`src/inc/adcc_regs.svh`:
```
// Purpose: Offsets, field positions and counts of the converter control block
// Assumes: Register index times four is the APB byte address
// Notes: Reserved bits read as zero
`ifndef ADCC_REGS_SVH
`define ADCC_REGS_SVH
// Register indices (byte address = 4 * index)
`define ADCC_IDX_CHEN 10'h0AB
`define ADCC_IDX_CTRL 10'h0AC
`define ADCC_IDX_RESH 10'h0AD
`define ADCC_IDX_RESL 10'h0AE
`define ADCC_IDX_CDIV 10'h0AF
`define ADCC_IDX_ISTS 10'h0B0
`define ADCC_IDX_ICLR 10'h0B1
`define ADCC_IDX_IEN 10'h0B2
// Field positions
`define ADCC_CTRL_START 7
`define ADCC_CTRL_ADJ 6
`define ADCC_CTRL_CH_HI 2
`define ADCC_CDIV_HI 4
`define ADCC_IRQ_DONE 0
// Reset values
`define ADCC_RST_BYTE 8'h00
`define ADCC_RST_RES 10'h000
// Timing
`define ADCC_CONV_CLKS 13
`define ADCC_HALVES (2 * `ADCC_CONV_CLKS)
// Interrupt vector of the converter
`define ADCC_VECTOR 8'h53
`endif
```
`src/inc/adcc_pkg.sv`:
```
// Purpose: Types of the converter control block
// Assumes: Nothing
// Notes: Analog side controls travel as one struct
package adcc_pkg;
  typedef enum logic {ST_IDLE, ST_CONV} adcc_state_e;
  typedef struct packed {
    logic [7:0] chan_en;
    logic ref_en;
    logic [2:0] sel;
    logic conv_clk;
    logic busy;
  } adcc_ana_s;
endpackage

```
`src/hdl/adcc_ctrl.sv`:
```
// Purpose: Register file, conversion sequencer and result formatting of the converter
// Assumes: APB slave, zero wait states; analog data settles before conversion end
// Notes: Analog result crosses in through two flip-flops
//
// How it works
// RULE_01 - A 10-bit result is kept and all ten bits are readable through the two result registers.
// RULE_02 - Each of the eight channel enable bits, when 1, enables its input channel 7 down to 0.
// RULE_03 - Channel 0 is the internal voltage reference, enabled by its own enable bit.
// RULE_04 - While the start bit is set, conversions run back to back.
// RULE_05 - With alignment 0, high register holds bits 9..2 and low register bits 1..0 hold bits 1..0.
// RULE_06 - With alignment 1, high register bits 1..0 hold bits 9..8 and low register holds bits 7..0.
// RULE_07 - The 3-bit channel select routes channel n, its binary value, to the converter.
// RULE_08 - Conversion clock is the core clock divided by two times divider plus one.
// RULE_09 - A conversion takes 13 conversion clocks, 26 to 832 core cycles.
// RULE_10 - Software keeps the conversion clock at or below 12.5 MHz.
// RULE_11 - Software keeps the conversion rate at or below 961 kHz.
// RULE_12 - The interrupt is serviced through vector address 53H.
// RULE_13 - An interrupt request is raised each time a result is written.
// RULE_14 - Unused result bit positions read zero and both result registers reset to zero.
`timescale 1ns/10ps
`include "adcc_regs.svh"
module adcc_ctrl
(
  // Clock and reset
  input wire logic CORE_CLK,
  input wire logic RESET_N,
  // APB slave
  input wire logic PSEL,
  input wire logic PENABLE,
  input wire logic PWRITE,
  input wire logic [11:0] PADDR,
  input wire logic [31:0] PWDATA,
  output logic PREADY,
  output logic [31:0] PRDATA,
  output logic PSLVERR,
  // Analog core
  output adcc_pkg::adcc_ana_s ANA_CTRL,
  input wire logic [9:0] ANA_DATA,
  // Interrupt
  output logic ADC_IRQ,
  output logic [7:0] ADC_IRQ_VECTOR
);

  logic [7:0] chen_r;
  logic [7:0] chen_nxt;
  logic start_r;
  logic start_nxt;
  logic adj_r;
  logic adj_nxt;
  logic [2:0] ch_r;
  logic [2:0] ch_nxt;
  logic [4:0] div_r;
  logic [4:0] div_nxt;
  logic [9:0] res_r;
  logic [9:0] res_nxt;
  logic sts_r;
  logic sts_nxt;
  logic ien_r;
  logic ien_nxt;
  logic [31:0] prdata_r;
  logic [31:0] prdata_nxt;
  adcc_pkg::adcc_state_e state_r;
  adcc_pkg::adcc_state_e state_nxt;
  logic [4:0] hc_r;
  logic [4:0] hc_nxt;
  logic [4:0] half_r;
  logic [4:0] half_nxt;
  logic cclk_r;
  logic cclk_nxt;
  logic [4:0] divq_r;
  logic [4:0] divq_nxt;
  logic [2:0] sel_r;
  logic [2:0] sel_nxt;
  logic [9:0] dsync1_r;
  logic [9:0] dsync2_r;
  logic [9:0] idx;
  logic wr;
  logic rd_setup;
  logic hit;
  logic go;
  logic done;
  logic [7:0] rd_byte;

  assign idx = PADDR[11:2];
  assign wr = PSEL & PENABLE & PWRITE;
  assign rd_setup = PSEL & ~PENABLE & ~PWRITE;
  assign go = start_r & chen_r[ch_r]; // see RULE_02
  assign done = (state_r == adcc_pkg::ST_CONV) && (hc_r == divq_r)
    && (half_r == 5'(`ADCC_HALVES - 1)); // see RULE_09

  // Address decode
  always_comb
  begin
    hit = 1'b1;
    rd_byte = `ADCC_RST_BYTE;
    case (idx)
      `ADCC_IDX_CHEN: rd_byte = chen_r;
      `ADCC_IDX_CTRL: rd_byte = {start_r, adj_r, 3'h0, ch_r};
      `ADCC_IDX_RESH: rd_byte = adj_r ? {6'h00, res_r[9:8]} : res_r[9:2]; // see RULE_05 see RULE_06
      `ADCC_IDX_RESL: rd_byte = adj_r ? res_r[7:0] : {6'h00, res_r[1:0]}; // see RULE_14 see RULE_01
      `ADCC_IDX_CDIV: rd_byte = {3'h0, div_r};
      `ADCC_IDX_ISTS: rd_byte = {7'h00, sts_r};
      `ADCC_IDX_ICLR: rd_byte = `ADCC_RST_BYTE;
      `ADCC_IDX_IEN: rd_byte = {7'h00, ien_r};
      default: hit = 1'b0;
    endcase
  end

  // Zero wait states; unmapped addresses answer with an error
  assign PREADY = PSEL & PENABLE;
  assign PSLVERR = PSEL & PENABLE & ~hit;
  assign PRDATA = prdata_r;

  // Register file next values
  always_comb
  begin
    chen_nxt = chen_r;
    start_nxt = start_r;
    adj_nxt = adj_r;
    ch_nxt = ch_r;
    div_nxt = div_r;
    ien_nxt = ien_r;
    sts_nxt = sts_r;
    if (wr)
    begin
      case (idx)
        `ADCC_IDX_CHEN: chen_nxt = PWDATA[7:0]; // see RULE_02
        `ADCC_IDX_CTRL:
        begin
          start_nxt = PWDATA[`ADCC_CTRL_START]; // see RULE_04
          adj_nxt = PWDATA[`ADCC_CTRL_ADJ];
          ch_nxt = PWDATA[`ADCC_CTRL_CH_HI:0];
        end
        `ADCC_IDX_CDIV: div_nxt = PWDATA[`ADCC_CDIV_HI:0];
        `ADCC_IDX_ICLR: sts_nxt = sts_r & ~PWDATA[`ADCC_IRQ_DONE];
        `ADCC_IDX_IEN: ien_nxt = PWDATA[`ADCC_IRQ_DONE];
        default: ;
      endcase
    end
    // Set wins over a clear in the same cycle
    if (done)
    begin
      sts_nxt = 1'b1; // see RULE_13
    end
    res_nxt = done ? dsync2_r : res_r; // see RULE_01
    prdata_nxt = rd_setup ? {24'h000000, rd_byte} : prdata_r;
  end

  always_ff @(posedge CORE_CLK)
  begin
    if (!RESET_N)
    begin
      chen_r <= `ADCC_RST_BYTE;
      start_r <= 1'b0;
      adj_r <= 1'b0;
      ch_r <= 3'h0;
      div_r <= 5'h00;
      res_r <= `ADCC_RST_RES; // see RULE_14
      sts_r <= 1'b0;
      ien_r <= 1'b0;
      prdata_r <= 32'h00000000;
    end
    else
    begin
      chen_r <= chen_nxt;
      start_r <= start_nxt;
      adj_r <= adj_nxt;
      ch_r <= ch_nxt;
      div_r <= div_nxt;
      res_r <= res_nxt;
      sts_r <= sts_nxt;
      ien_r <= ien_nxt;
      prdata_r <= prdata_nxt;
    end
  end

  // Sequencer: divider and channel are latched per conversion so a write mid-way cannot tear it
  always_comb
  begin
    state_nxt = state_r;
    hc_nxt = hc_r;
    half_nxt = half_r;
    cclk_nxt = cclk_r;
    divq_nxt = divq_r;
    sel_nxt = sel_r;
    case (state_r)
      adcc_pkg::ST_IDLE:
      begin
        if (go)
        begin
          state_nxt = adcc_pkg::ST_CONV;
          hc_nxt = 5'h00;
          half_nxt = 5'h00;
          cclk_nxt = 1'b0;
          divq_nxt = div_r;
          sel_nxt = ch_r; // see RULE_07
        end
      end
      adcc_pkg::ST_CONV:
      begin
        if (hc_r == divq_r)
        begin
          hc_nxt = 5'h00;
          cclk_nxt = ~cclk_r; // see RULE_08
          half_nxt = half_r + 5'h01;
          if (done)
          begin
            half_nxt = 5'h00;
            cclk_nxt = 1'b0;
            if (go)
            begin
              divq_nxt = div_r; // see RULE_04
              sel_nxt = ch_r;
            end
            else
            begin
              state_nxt = adcc_pkg::ST_IDLE;
            end
          end
        end
        else
        begin
          hc_nxt = hc_r + 5'h01;
        end
      end
      default: state_nxt = adcc_pkg::ST_IDLE;
    endcase
  end

  always_ff @(posedge CORE_CLK)
  begin
    if (!RESET_N)
    begin
      state_r <= adcc_pkg::ST_IDLE;
      hc_r <= 5'h00;
      half_r <= 5'h00;
      cclk_r <= 1'b0;
      divq_r <= 5'h00;
      sel_r <= 3'h0;
      dsync1_r <= `ADCC_RST_RES;
      dsync2_r <= `ADCC_RST_RES;
    end
    else
    begin
      state_r <= state_nxt;
      hc_r <= hc_nxt;
      half_r <= half_nxt;
      cclk_r <= cclk_nxt;
      divq_r <= divq_nxt;
      sel_r <= sel_nxt;
      dsync1_r <= ANA_DATA;
      dsync2_r <= dsync1_r;
    end
  end

  // Analog side and interrupt
  // One driver for the whole struct
  always_comb
  begin
    ANA_CTRL.chan_en = chen_r; // see RULE_02
    ANA_CTRL.ref_en = chen_r[0]; // see RULE_03
    ANA_CTRL.sel = sel_r;
    ANA_CTRL.conv_clk = cclk_r;
    ANA_CTRL.busy = (state_r == adcc_pkg::ST_CONV);
  end
  assign ADC_IRQ = sts_r & ien_r; // see RULE_13
  assign ADC_IRQ_VECTOR = `ADCC_VECTOR; // see RULE_12

  // Checks
  logic [9:0] len_r;
  always_ff @(posedge CORE_CLK)
  begin
    if (!RESET_N || done || state_r != adcc_pkg::ST_CONV)
    begin
      len_r <= 10'h000;
    end
    else
    begin
      len_r <= len_r + 10'h001;
    end
  end
endmodule // adcc_ctrl

```
`config.mk`:
```
export PLATFORM = sky130hd
export DESIGN_NAME = adcc_ctrl
export DESIGN_NICKNAME = d
export VERILOG_FILES = /design/src/inc/adcc_pkg.sv /design/src/hdl/adcc_ctrl.sv
export VERILOG_INCLUDE_DIRS = /design/src /design/src/inc
export SDC_FILE = /design/constraint.sdc
export NUM_CORES = 1
export LEC_CHECK = 0
export BUFFER_PORTS_ARGS = -buffer_cell sky130_fd_sc_hd__buf_2
export CORE_MARGIN = 3
export CORE_UTILIZATION = 28
export CTS_BUF_LIST = sky130_fd_sc_hd__clkbuf_8
export CTS_CLUSTER_DIAMETER = 40
export DETAILED_ROUTE_END_ITERATION = 12
export PLACE_DENSITY = 0.52
export SYNTH_ARGS = -nofsm -noshare
export SYNTH_HDL_FRONTEND = slang
export SYNTH_SLANG_ARGS = --single-unit
```
`constraint.sdc`:
```
create_clock -name CORE_CLK -period 4.3 [get_ports CORE_CLK]
set_clock_uncertainty 0.05 [all_clocks]
set_input_delay 0.43 -clock CORE_CLK [delete_from_list [all_inputs] [get_ports CORE_CLK]]
set_output_delay 0.43 -clock CORE_CLK [all_outputs]
set_load 0.02 [all_outputs]
```
---- Word level (Yosys, flattened, before mapping) ----
Index checks and enable logic that the tools add are counted.
word-level totals
  bits in latches ......................... 0
  word-level logic and storage cells ...... 90
  flip-flop bits (word level) ............. 78
  output and inout bits ................... 57
  memories ................................ 0
  bits in read-only memories .............. 0
  bits in writable memories ............... 0
operators by class
  muxes and demuxes ....................... 31
  add/sub/neg operators ................... 2
  eq/ne operators ......................... 13
  reductions and logical operators ........ 12
  div/mod/pow operators ................... 0
  bitwise gates (word level) .............. 14
  shift operators ......................... 0
  $lt $le $gt $ge ......................... 1
  multipliers ............................. 0
operators by type and width
  kind                                                                     number
  10-bit by 8-bit == test with 1-bit output, second input constant         8
  8-bit one-hot mux with 7 select lines                                    1
  5-bit 2-to-1 mux                                                         7
  5-bit one-hot mux with 2 select lines                                    3
  8-bit 2-to-1 mux                                                         2
  2-bit AND reduction                                                      7
  1-bit 2-to-1 mux                                                         11
  5-bit by 1-bit adder with 5-bit output, second input constant            2
  3-bit 2-to-1 mux                                                         3
  1-bit AND                                                                8
  8-bit OR reduction                                                       1
  1-bit NOT                                                                6
  3-bit one-hot mux with 2 select lines                                    1
  5-bit == test                                                            1
  5-bit == test, second input constant                                     1
  3-bit by 4-bit < comparator with 1-bit output, second input constant     1
  2-bit by 1-bit inequality test with 1-bit output, second input constant  2
  1-bit one-hot mux with 2 select lines                                    2
  2-bit nonzero test                                                       2
  1-bit binary-select mux with 3-bit select                                1
  1-bit logical AND                                                        2
  2-bit inequality test, second input constant                             1

---- Logic depth before layout (Yosys ltp) ----
Gate-level depths: netlist of run 1.
  depth after elaboration ................. 7
  depth in mapped cells ................... 7

---- Least setup slack after synthesis of run 1 ----
No wires, ideal clock.
  path kind ............................... input port to flip-flop
  from .................................... in PADDR[8]
  to ...................................... reg chen_r[0]
  library setup time ...................... 0.128 ns
  required time ........................... 4.122 ns
  arrival ................................. 1.870 ns
  stages on the path ...................... 6
  slack ................................... 2.252 ns
  cells stage by stage .................... nand3b_4 -> or3_1 -> buf_6 -> nor4_4 -> mux2i_1 -> nor2_1
on the way
  word-level cells in the longest chain between the ends .. 2
RTL lines
  what                                       RTL line          RTL
  start, declared                            adcc_ctrl.sv:31   input wire logic [11:0] PADDR,
  10-bit by 8-bit == test with 1-bit output  adcc_ctrl.sv:126  case (idx)
  2-bit AND reduction (no source line)       -
  end signal, assigned                       adcc_ctrl.sv:153  chen_r <= `ADCC_RST_BYTE;
  end signal, assigned                       adcc_ctrl.sv:165  chen_r <= chen_nxt;
  end, declared                              adcc_ctrl.sv:44   logic [7:0] chen_r;
No other way between the ends.
A chain may end at the register's enable or synchronous reset.

---- Worst setup path in the final report of run 1 ----
  from .................................... reg ch_r[2]
  to ...................................... reg half_r[3]
on the way
  word-level cells in the longest chain between the ends .. 5
RTL lines
  what                                       RTL line          RTL
  start, declared                            adcc_ctrl.sv:50   logic [2:0] ch_r;
  start signal, assigned                     adcc_ctrl.sv:168  ch_r <= ch_nxt;
  1-bit binary-select mux with 3-bit select  adcc_ctrl.sv:87   assign go = start_r & chen_r[ch_r];
  1-bit 2-to-1 mux (implied by the code)     adcc_ctrl.sv:87
  1-bit AND                                  adcc_ctrl.sv:87
  2-bit inequality test (no source line)     -
  2-bit AND reduction (no source line)       -
  end signal, assigned                       adcc_ctrl.sv:247  half_r <= half_nxt;
  end, declared                              adcc_ctrl.sv:66   logic [4:0] half_r;
No other way between the ends. The select of a mux whose other input is x is not followed.

==> results of run 1 <==
## state kept, by name, summed over array words and instances (netlist names), 5 cells and up
| signal | cells |
|---|---|
| dsync2_r | 10 |
| chen_r | 8 |
| half_r | 5 |
| dsync1_r | 10 |
| PRDATA | 8 |
| div_r | 5 |
| divq_r | 5 |
| res_r | 10 |
| hc_r | 5 |
## synthesized netlist by cell type (all sizes together) (5+ instances only)
master,number
inv,6
xor2,5
nand2,50
nand3b,5
nand3,26
o21ai,23
and2,23
nor2,28
buf,42
clkbuf,14
mux2i,32
a21oi,14
a22oi,7
dfxtp,78
## worst max-delay path by stage
| stage | from | end | slack [ns] | cells past startpoint |
|---|---|---|---|---|
| 2_1_floorplan | PADDR[8] | chen_r[0] | 2.25 | 6 |
| 3_3_place_gp | PADDR[4] | start_r | 1.89 | 6 |
| 3_5_place_dp | PADDR[4] | ch_r[1] | 1.88 | 6 |
| 4_1_cts | ch_r[2] | half_r[3] | 1.89 | 5 |
| 5_1_grt | hc_r[2] | res_r[1] | 1.68 | 5 |
| 6_report | ch_r[2] | half_r[3] | 1.94 | 5 |
## cell type report
cell class	instances	area, um^2	area share [%]
multi-input cells	305	1910	45.5
well taps	172	215	5.13
repair buffers	59	300	7.16
clock buffers	12	165	3.94
flip-flops and latches	78	1560	37.3
clock inverters	4	21.3	0.507
inverters	6	22.5	0.537
## routing by layer
layer	vias to the layer above	wire (um)	track usage (%)
li1	1460	-	-
met1	1351	4180	16.9
met2	85	3570	16.9
met3	8	521	3.71
met4	0	91	3.29
met5	-	0	0
## power by group through the flow
stage                     Combinational (uW)  Sequential, uW  Clock (uW)
after floorplan                         86.7             751           0
after global placement                  92.2             751           0
after detailed placement                93.1             751           0
after CTS                               93.5             734         527
after global routing                     103             735         559
final                                   93.2             734         505
## worst max-delay path, delay by kind of cell (launching register included)
kind,cells,cell delay [ns]
multiplexers,1,0.12
flip-flops,1,0.52
AND/OR/NAND/NOR,1,0.27
AO/OA/AOI/OAI,3,1.26
## stage by stage
stage | utilization, % | cells | total power (uW)
final | 32.7 | 636 | 1330
after global routing | 32.7 | 636 | 1400
after CTS | 32.7 | 636 | 1350
after detailed placement | 31.2 | 620 | 844
after global placement | 31.2 | 620 | 843
after floorplan | - | 445 | 838
## cells by family after synthesis
| group | Yosys count |
|---|---|
| XOR/XNOR | 5 |
| AO/OA/AOI/OAI | 61 |
| adder cells (fa/ha/maj) | 3 |
| AND/OR/NAND/NOR | 165 |
| flip-flops | 78 |
| multiplexers | 39 |
| buffers and inverters | 62 |
| other | 2 |
==> reports/metrics.cfg, run 1 <==
[outcome]
outcome=finished clean

[power_and_ir_drop]
p_sw_uw=323
ir_worst_vdd_mv=0.170
power_leakage_uw=0.00167
clock_power_share_pct=37.9
pwr_density_cell_mw_per_mm2=318
pwr-share-seq_pct=55.1
swShare_pct=24.2
comb_power_share_pct=7.0
p_int_uw=1010

[synthesis]
synth_top_family_by_area=simple AND/OR/NAND/NOR gates
yosys.area_share.xor_xnor_pct=1.17
synth_top_area_cell=dfxtp_1
synth_seq_cells=78
synthTopCellsByArea=dfxtp_1, mux2i_1, buf_4
ys_warn_count=0
synth_edf_count=0
synth-main-ff-cell=dfxtp_1
synth_area_mm2=0.00374
synth-simple-area-share_pct=24.0
netlist.area_leader.share_pct=41.8
synth_cell_types=51
syn_inst=415
avgSynthCellArea_um2=9.01
synthAdderAreaFrac_pct=1.00
yosysSeqAreaShare_pct=41.8
muxShareOfSynthArea_pct=11.6
ys_async_sr_fraction_pct=0
synth_compound_gate_area_share_pct=9.97

[finish]
nets=521
drive_above_1_share_pct=19.2
n_fill_cell=1375
final_cell_mix=dfxtp_1, buf_2, nand2_1
final_common_cell=dfxtp_1
area_growth_pct=12.1
n_antenna_cell=0
final_area_mm2=0.00419

[grt]
grtUsageTotal_pct=11.7
grt_max_degree=71
grt_pass1_vias=2677
grt_antenna_before_repair=0
grt_overflow=0
grt_pass1_wl_um=13800

[flow_run]
drv_cap=0

[setup_path]
timing.rr.end=half_r[3]
path_cells=mux2i_1 -> a221oi_1 -> nand2_1 -> o21ai_0 -> o221ai_1
cpPeakStageDelay_ns=0.62
cp-start-kind=flip-flop
crit_required_ns=4.45
rrSetupSlack_ns=1.94
end_kind=flip-flop
cp_max_fo=7
reg2reg_from=ch_r[2]
reg2reg_depth=5
worstPathArrival_ns=2.51
path_class=reg2reg
crit_slowest_cell=o21ai_0

[clock_network]
clkTransAtPathRegs_ns=0.08
cts_hold_buf=0
clk_latency_ns=0.34
clock_path_buffers=2
cts_tree=built
post-cts-setup-buffers=0
root_buffer=clkbuf_8
cts_made_buffers=9
clkSinkCount=78
post_cts_resized=0
h-tree-depth=3

[route]
ant_nets=0
firstDrtPassIters=4
drtIter0Drc=191
detail_route.drc_violations=0
num_vias=2904
wirelength_um=8360
routedWlPerCell_um=13.1
vias_per_cell=4.57

[hold_path]
min_path_cells=2
holdCritPathClass=in2reg
min_to=dsync1_r[4]
hp-start=ANA_DATA[4]

[timing]
fmax_ghz=0.424
rsz0062_at_grt=no
fin_crit_sh_pct=54.9
hold_viol_final=0
hold_slack_ns=0.240
final.setup.worst_slack_ns=1.94
tightestPinTransition_ns=0.802
relSlewSlack_pct=46.4
post-route-min-period_ns=2.36
slew_violations=0
setup_tns_ns=0
setup_viol=0

[die]
dieArea_mm2=0.0148
start_util_pct=29.2
boundaryPins=116
rows=41
die_w_um=122
core-area_mm2=0.0128
die_height_um=122

[placed_design]
placed_cell_area_mm2=0.00401
dpl.hpwl_um=6120
gp_congestion=0.847
portBuffers=57
place_ws_ns=1.88

Power figures use the tool's default switching activity.
==> run 2: changes to the inputs <==
Settings changed: ABC_AREA from default to 1.
Clock period 4.3 ns to 2.45 ns, I/O delays scaled along.
==> reports/metrics.cfg, run 2 <==
[finish]
n_fill_cell=1491  ; was 1,375
final_common_cell=nand2_1  ; was dfxtp_1
drive_above_1_share_pct=14.9  ; was 19.2%
reg_top3=dsync1_r (10), dsync2_r (10), res_r (10)  ; unchanged
n_antenna_cell=0  ; unchanged
final_cell_mix=nand2_1, dfxtp_1, nor2_1  ; was dfxtp_1, buf_2, nand2_1
nets=683  ; was 521
area_growth_pct=13.6  ; was 12.1%
final_util_pct=33.2  ; was 32.7%

[die]
rows=42  ; was 41
boundaryPins=116  ; unchanged
die_height_um=125  ; was 122 um
die_w_um=125  ; was 122 um
dieArea_mm2=0.0155  ; was 0.0148 mm^2
start_util_pct=29.2  ; about the same
core-area_mm2=0.0135  ; was 0.0128 mm^2

[grt]
grt_pass1_wl_um=15900  ; was 13,800 um
grtUsageTotal_pct=12.7  ; was 11.7%
grt_pass1_vias=3212  ; was 2,677
grt_overflow=0  ; unchanged
grt_max_degree=62  ; was 71
grt_antenna_before_repair=0  ; unchanged

[timing]
tightestPinTransition_ns=0.576  ; was 0.802 ns
relSlewSlack_pct=61.4  ; was 46.4%
hold_slack_ns=0.0157  ; was 0.240 ns
rsz0062_at_grt=no  ; unchanged
fmax_ghz=0.546  ; was 0.424 GHz
setup_viol=0  ; unchanged
setup_tns_ns=0  ; unchanged
slew_violations=0  ; unchanged
fin_crit_sh_pct=74.8  ; was 54.9%
post-route-min-period_ns=1.83  ; was 2.36 ns
hold_viol_final=0  ; unchanged

[setup_path]
cp-start-kind=flip-flop  ; unchanged
crit_required_ns=2.65  ; was 4.45 ns
cpMostUsedCell=nor2_1
critPathTopFamily=simple AND/OR/NAND/NOR gates  ; was compound AO/OA/AOI/OAI gates
path_buf_inv=2  ; was 0
cpPeakStageDelay_ns=0.44  ; was 0.62 ns
worstPathArrival_ns=2.04  ; was 2.51 ns
end_kind=flip-flop  ; unchanged
cp_max_fo=12  ; was 7
crit_slowest_cell=dfxtp_1  ; was o21ai_0
path_class=reg2reg  ; unchanged
rrSetupSlack_ns=0.62  ; was 1.94 ns
path_cells=nand2_1 -> clkinv_1 -> nor2_1 -> nor2_2 -> nand3_2 -> inv_2 -> nand3_1 -> nor2_1 -> nor2_1  ; was mux2i_1 -> a221oi_1 -> nand2_1 -> o21ai_0 -> o221ai_1

[clock_network]
clk_latency_ns=0.36  ; was 0.34 ns
clock_path_buffers=2  ; unchanged
cts_made_buffers=9  ; unchanged
root_buffer=clkbuf_8  ; unchanged
clkSinkCount=78  ; unchanged
post_cts_resized=0  ; unchanged
cts_tree=built  ; unchanged
clkTransAtPathRegs_ns=0.08  ; about the same
h-tree-depth=3  ; unchanged

[route]
wirelength_um=9880  ; was 8360 um
ant_nets=0  ; unchanged
vias_per_cell=4.43  ; was 4.57
routedWlPerCell_um=12.3  ; was 13.1 um
drtIter0Drc=243  ; was 191
detail_route.drc_violations=0  ; unchanged
num_vias=3549  ; was 2,904
firstDrtPassIters=4  ; unchanged

[synthesis]
synth_area_mm2=0.00394  ; was 0.00374 mm^2
avgSynthCellArea_um2=6.95  ; was 9.01 um^2
ys_async_sr_fraction_pct=0  ; unchanged
syn_inst=567  ; was 415
synth_edf_count=0  ; unchanged
synth-main-ff-cell=dfxtp_1  ; unchanged
synth_common_cells=nand2_1, dfxtp_1, nor2_1  ; was dfxtp_1, nand2_1, buf_4
ys_warn_count=0  ; unchanged
netlist.area_leader.share_pct=39.6  ; was 41.8%
synth_cell_types=37  ; was 51
synth.most_common_cell=nand2_1  ; was dfxtp_1
synth_seq_cells=78  ; unchanged
synth_top_area_cell=dfxtp_1  ; unchanged
yosysSeqAreaShare_pct=39.6  ; was 41.8%
synthTopCellsByArea=dfxtp_1, nand2_1, nor2_1  ; was dfxtp_1, mux2i_1, buf_4

[power_and_ir_drop]
power_leakage_uw=0.00215  ; was 0.00167 uW
ir_worst_vdd_mv=0.292  ; was 0.170 mV
finalPower_uw=2460  ; was 1330 uW
pwr-share-seq_pct=52.3  ; was 55.1%
p_int_uw=1850  ; was 1010 uW
clock_power_share_pct=40.8  ; was 37.9%
comb_power_share_pct=7.0  ; about the same
p_sw_uw=610  ; was 323 uW
swShare_pct=24.7  ; was 24.2%
pwr_density_cell_mw_per_mm2=550  ; was 318 mW/mm^2

[placed_design]
gp_congestion=0.896  ; was 0.847
portBuffers=57  ; unchanged
dpl.hpwl_um=7490  ; was 6120 um

[outcome]
outcome=finished clean  ; unchanged

[hold_path]
holdCritPathClass=in2reg  ; unchanged

[flow_run]
drv_cap=0  ; unchanged

-- run 2: final cells by class --
cell class	instances	area, um^2	area share (%)
multi-input combinational	390	1840	41.2
tap	176	220	4.92
inverter	77	289	6.45
clock inverter	5	56.3	1.26
clock buffer	11	151	3.38
timing repair buffer	65	355	7.94
sequential	78	1560	34.9
-- run 2: worst register-to-register path: cells and delay by family, from the launching register on --
kind / cells / cell delay, ns
and+or+nand+nor: 7 / 1.12
DFF: 1 / 0.44
buffers and inverters: 2 / 0.12
-- run 2: stage by stage --
stage          cell area [um^2]  worst slack (ns)  instances
6_report                   4480             0.617        802
5_1_grt                    4480             0.396        802
4_1_cts                    4480             0.607        802
3_5_place_dp               4230             0.580        782
3_3_place_gp               4230             0.629        782
2_1_floorplan              4060             0.940        597
-- run 2: path summary, 6_finish.rpt --
check,endpoint,cells after the start,startpoint
min,dsync1_r[0],3,ANA_DATA[0]
max reg2reg,res_r[7],9,hc_r[2]
min reg2reg,dsync2_r[2],2,dsync1_r[2]
max,res_r[7],9,hc_r[2]
-- run 2: cell families after synthesis --
logic type | share of synthesized area [%]
buffers and inverters | 16.5
other | 0.190
and+or+nand+nor | 30.9
DFF | 39.6
xor gates and xnor gates | 1.33
AOI/OAI and AO/OA | 10.5
adders and majority gates | 0.952
-- run 2: repair_timing --
item | CTS | global route
endpoints found under the hold margin | 4 | 0
setup buffers | 0 | 0
hold buffers | 4 | 0
-- run 2: power groups by stage --
stage	Combinational [uW]	Sequential, uW	Clock [uW]
floorplan	150	1320	0
global placement	165	1320	0
detailed placement	168	1320	0
CTS	173	1290	1040
global route	192	1290	1100
finish	172	1290	1000
-- run 2: per-layer routing --
| layer | GRT usage, % | wire (um) | vias to the layer above |
|---|---|---|---|
| met1 | 15.7 | 4410 | 1597 |
| li1 | - | - | 1839 |
| met5 | 0 | 0 | - |
| met2 | 20.9 | 4700 | 92 |
| met4 | 4.77 | 225 | 0 |
| met3 | 3.82 | 544 | 21 |
==> run 3: changes to the inputs <==
Clock period 2.45 ns to 1.8 ns, I/O delays scaled along.
==> reports/metrics.cfg, run 3 (synthesis results as in run 2) <==
[route]
met3_length_um=528  ; was 544 um
routedWlPerCell_um=12.3  ; about the same
drtIter0Drc=288  ; was 243
vias_per_cell=4.36  ; was 4.43
num_vias=3575  ; was 3,549
wirelength_um=10100  ; was 9880 um
detail_route.drc_violations=0  ; unchanged
firstDrtPassIters=4  ; unchanged
met2_length_um=4790  ; was 4700 um
ant_nets=0  ; unchanged
met1_length_um=4620  ; was 4410 um
top_layer_used=met4  ; unchanged

[grt]
grt_pass1_wl_um=16500  ; was 15,900 um
grt_max_degree=62  ; unchanged
grtUsageTotal_pct=13.1  ; was 12.7%
grt_pass1_vias=3317  ; was 3,212
grt_overflow=0  ; unchanged
grt_antenna_before_repair=0  ; unchanged

[hold_path]
min_path_cells=3  ; unchanged
holdCritPathClass=in2reg  ; unchanged
hp-start=PWDATA[3]  ; was ANA_DATA[0]
min_to=chen_r[3]  ; was dsync1_r[0]

[finish]
area_growth_pct=18.1  ; was 13.6%
reg_top3=dsync1_r (10), dsync2_r (10), res_r (10)  ; unchanged
n_fill_cell=1454  ; was 1,491
drive_above_1_share_pct=16.6  ; was 14.9%
final_common_cell=nand2_1  ; unchanged
final_cells=820  ; was 802
n_antenna_cell=0  ; unchanged
final_cell_mix=nand2_1, nor2_1, dfxtp_1  ; was nand2_1, dfxtp_1, nor2_1
nets=702  ; was 683

[timing]
slew_violations=0  ; unchanged
fmax_ghz=0.618  ; was 0.546 GHz
setup_tns_ns=0  ; unchanged
hold_slack_ns=0.0436  ; was 0.0157 ns
setup_viol=0  ; unchanged
hold_viol_final=0  ; unchanged
rsz0062_at_grt=no  ; unchanged
post-route-min-period_ns=1.62  ; was 1.83 ns
fin_crit_sh_pct=89.9  ; was 74.8%

[clock_network]
clock_path_buffers=2  ; unchanged
cts_tree=built  ; unchanged
clkSinkCount=78  ; unchanged
clk_latency_ns=0.36  ; about the same
clkTransAtPathRegs_ns=0.08  ; about the same
root_buffer=clkbuf_8  ; unchanged
h-tree-depth=3  ; unchanged
post-cts-setup-buffers=0  ; unchanged
cts_made_buffers=9  ; unchanged

[die]
dieArea_mm2=0.0155  ; unchanged
boundaryPins=116  ; unchanged
start_util_pct=29.2  ; unchanged
die_height_um=125  ; unchanged
core-area_mm2=0.0135  ; unchanged
rows=42  ; unchanged
die_w_um=125  ; unchanged

[setup_path]
reg2reg_depth=6  ; was 9
startpoint=hc_r[0]  ; was hc_r[2]
cp-start-kind=flip-flop  ; unchanged
path_cells=or2_1 -> a21oi_4 -> nand4_4 -> nor2_4 -> o21ai_0 -> nor2_1  ; was nand2_1 -> clkinv_1 -> nor2_1 -> nor2_2 -> nand3_2 -> inv_2 -> nand3_1 -> nor2_1 -> nor2_1
reg2reg_from=hc_r[0]  ; was hc_r[2]
cpPeakStageDelay_ns=0.37  ; was 0.44 ns
crit_required_ns=2.03  ; was 2.65 ns
rrSetupSlack_ns=0.18  ; was 0.62 ns
path_class=reg2reg  ; unchanged
worstPathArrival_ns=1.85  ; was 2.04 ns
crit_slowest_cell=dfxtp_1  ; unchanged
end_kind=flip-flop  ; unchanged
cp_max_fo=9  ; was 12
timing.rr.end=res_r[6]  ; was res_r[7]

[power_and_ir_drop]
ir_worst_vdd_mv=0.489  ; was 0.292 mV
power_leakage_uw=0.00226  ; was 0.00215 uW
pwr_density_cell_mw_per_mm2=730  ; was 550 mW/mm^2

[outcome]
outcome=finished clean  ; unchanged

[flow_run]
drv_cap=0  ; unchanged

[placed_design]
dpl.hpwl_um=7650  ; was 7490 um
gp_congestion=0.912  ; was 0.896
portBuffers=57  ; unchanged
dp.cells=795  ; was 782

-- run 3: cell count changes in the layout (fill, tap and decap cells not counted), sizes merged --
cell / delta
clkbuf: -2
clkinvlp: -1
bufinv: +1
clkinv: +1
dlygate4sd3: +6
buf: +13
-- run 3: area by class of cell --
cell class                 count  area [um^2]  area share, %
clock buffer                   9          124           2.66
clock inverter                 6         78.8           1.69
inverter                      77          289           6.21
multi-input combinational    390         1860           39.8
sequential                    78         1560           33.6
tap                          176          220           4.73
timing repair buffer          84          526           11.3
-- run 3: stage by stage --
stage	total power (uW)	utilization, %	setup slack, ns	cell area [um^2]
after floorplan	2000	-	0.290	4060
after global placement	2030	32.1	0.164	4340
after detailed placement	2030	32.1	0.160	4340
after CTS	3440	34.4	0.131	4640
after global routing	3550	34.5	0.0514	4660
final	3400	34.5	0.182	4660
-- run 3: how the worst max path moves through the flow --
stage	endpoint	slack (ns)	cells past startpoint
2_1_floorplan	sel_r[0]	0.29	10
3_3_place_gp	sel_r[0]	0.16	8
3_5_place_dp	sel_r[1]	0.16	8
4_1_cts	sel_r[1]	0.13	9
5_1_grt	res_r[7]	0.05	7
6_report	res_r[6]	0.18	6
-- run 3: metal layers --
metal | vias up | track usage (%)
li1 | 1878 | -
met1 | 1603 | 16.6
met2 | 84 | 21.5
met3 | 10 | 3.95
met4 | 0 | 4.13
met5 | - | 0
-- run 3: power breakdown --
| part | internal [uW] | total [uW] | switching (uW) | leakage, uW |
|---|---|---|---|---|
| registers | 1750 | 1750 | 6.47 | 0.000634 |
| logic | 75.8 | 252 | 176 | 0.00152 |
| clock network | 761 | 1390 | 633 | 0.000110 |
| total | 2580 | 3400 | 815 | 0.00226 |
-- run 3: critical path, delay by kind of cell (launching register included) --
kind	cells	cell delay, ns
AOI/OAI and AO/OA	2	0.29
DFF	1	0.37
and+or+nand+nor	4	0.83
-- run 3: repair_timing --
action                                  in CTS  in global routing
hold buffers                                10                  0
endpoints found under the setup margin       0                  5
gates resized for setup                      0                  4
endpoints found under the hold margin       10                  0
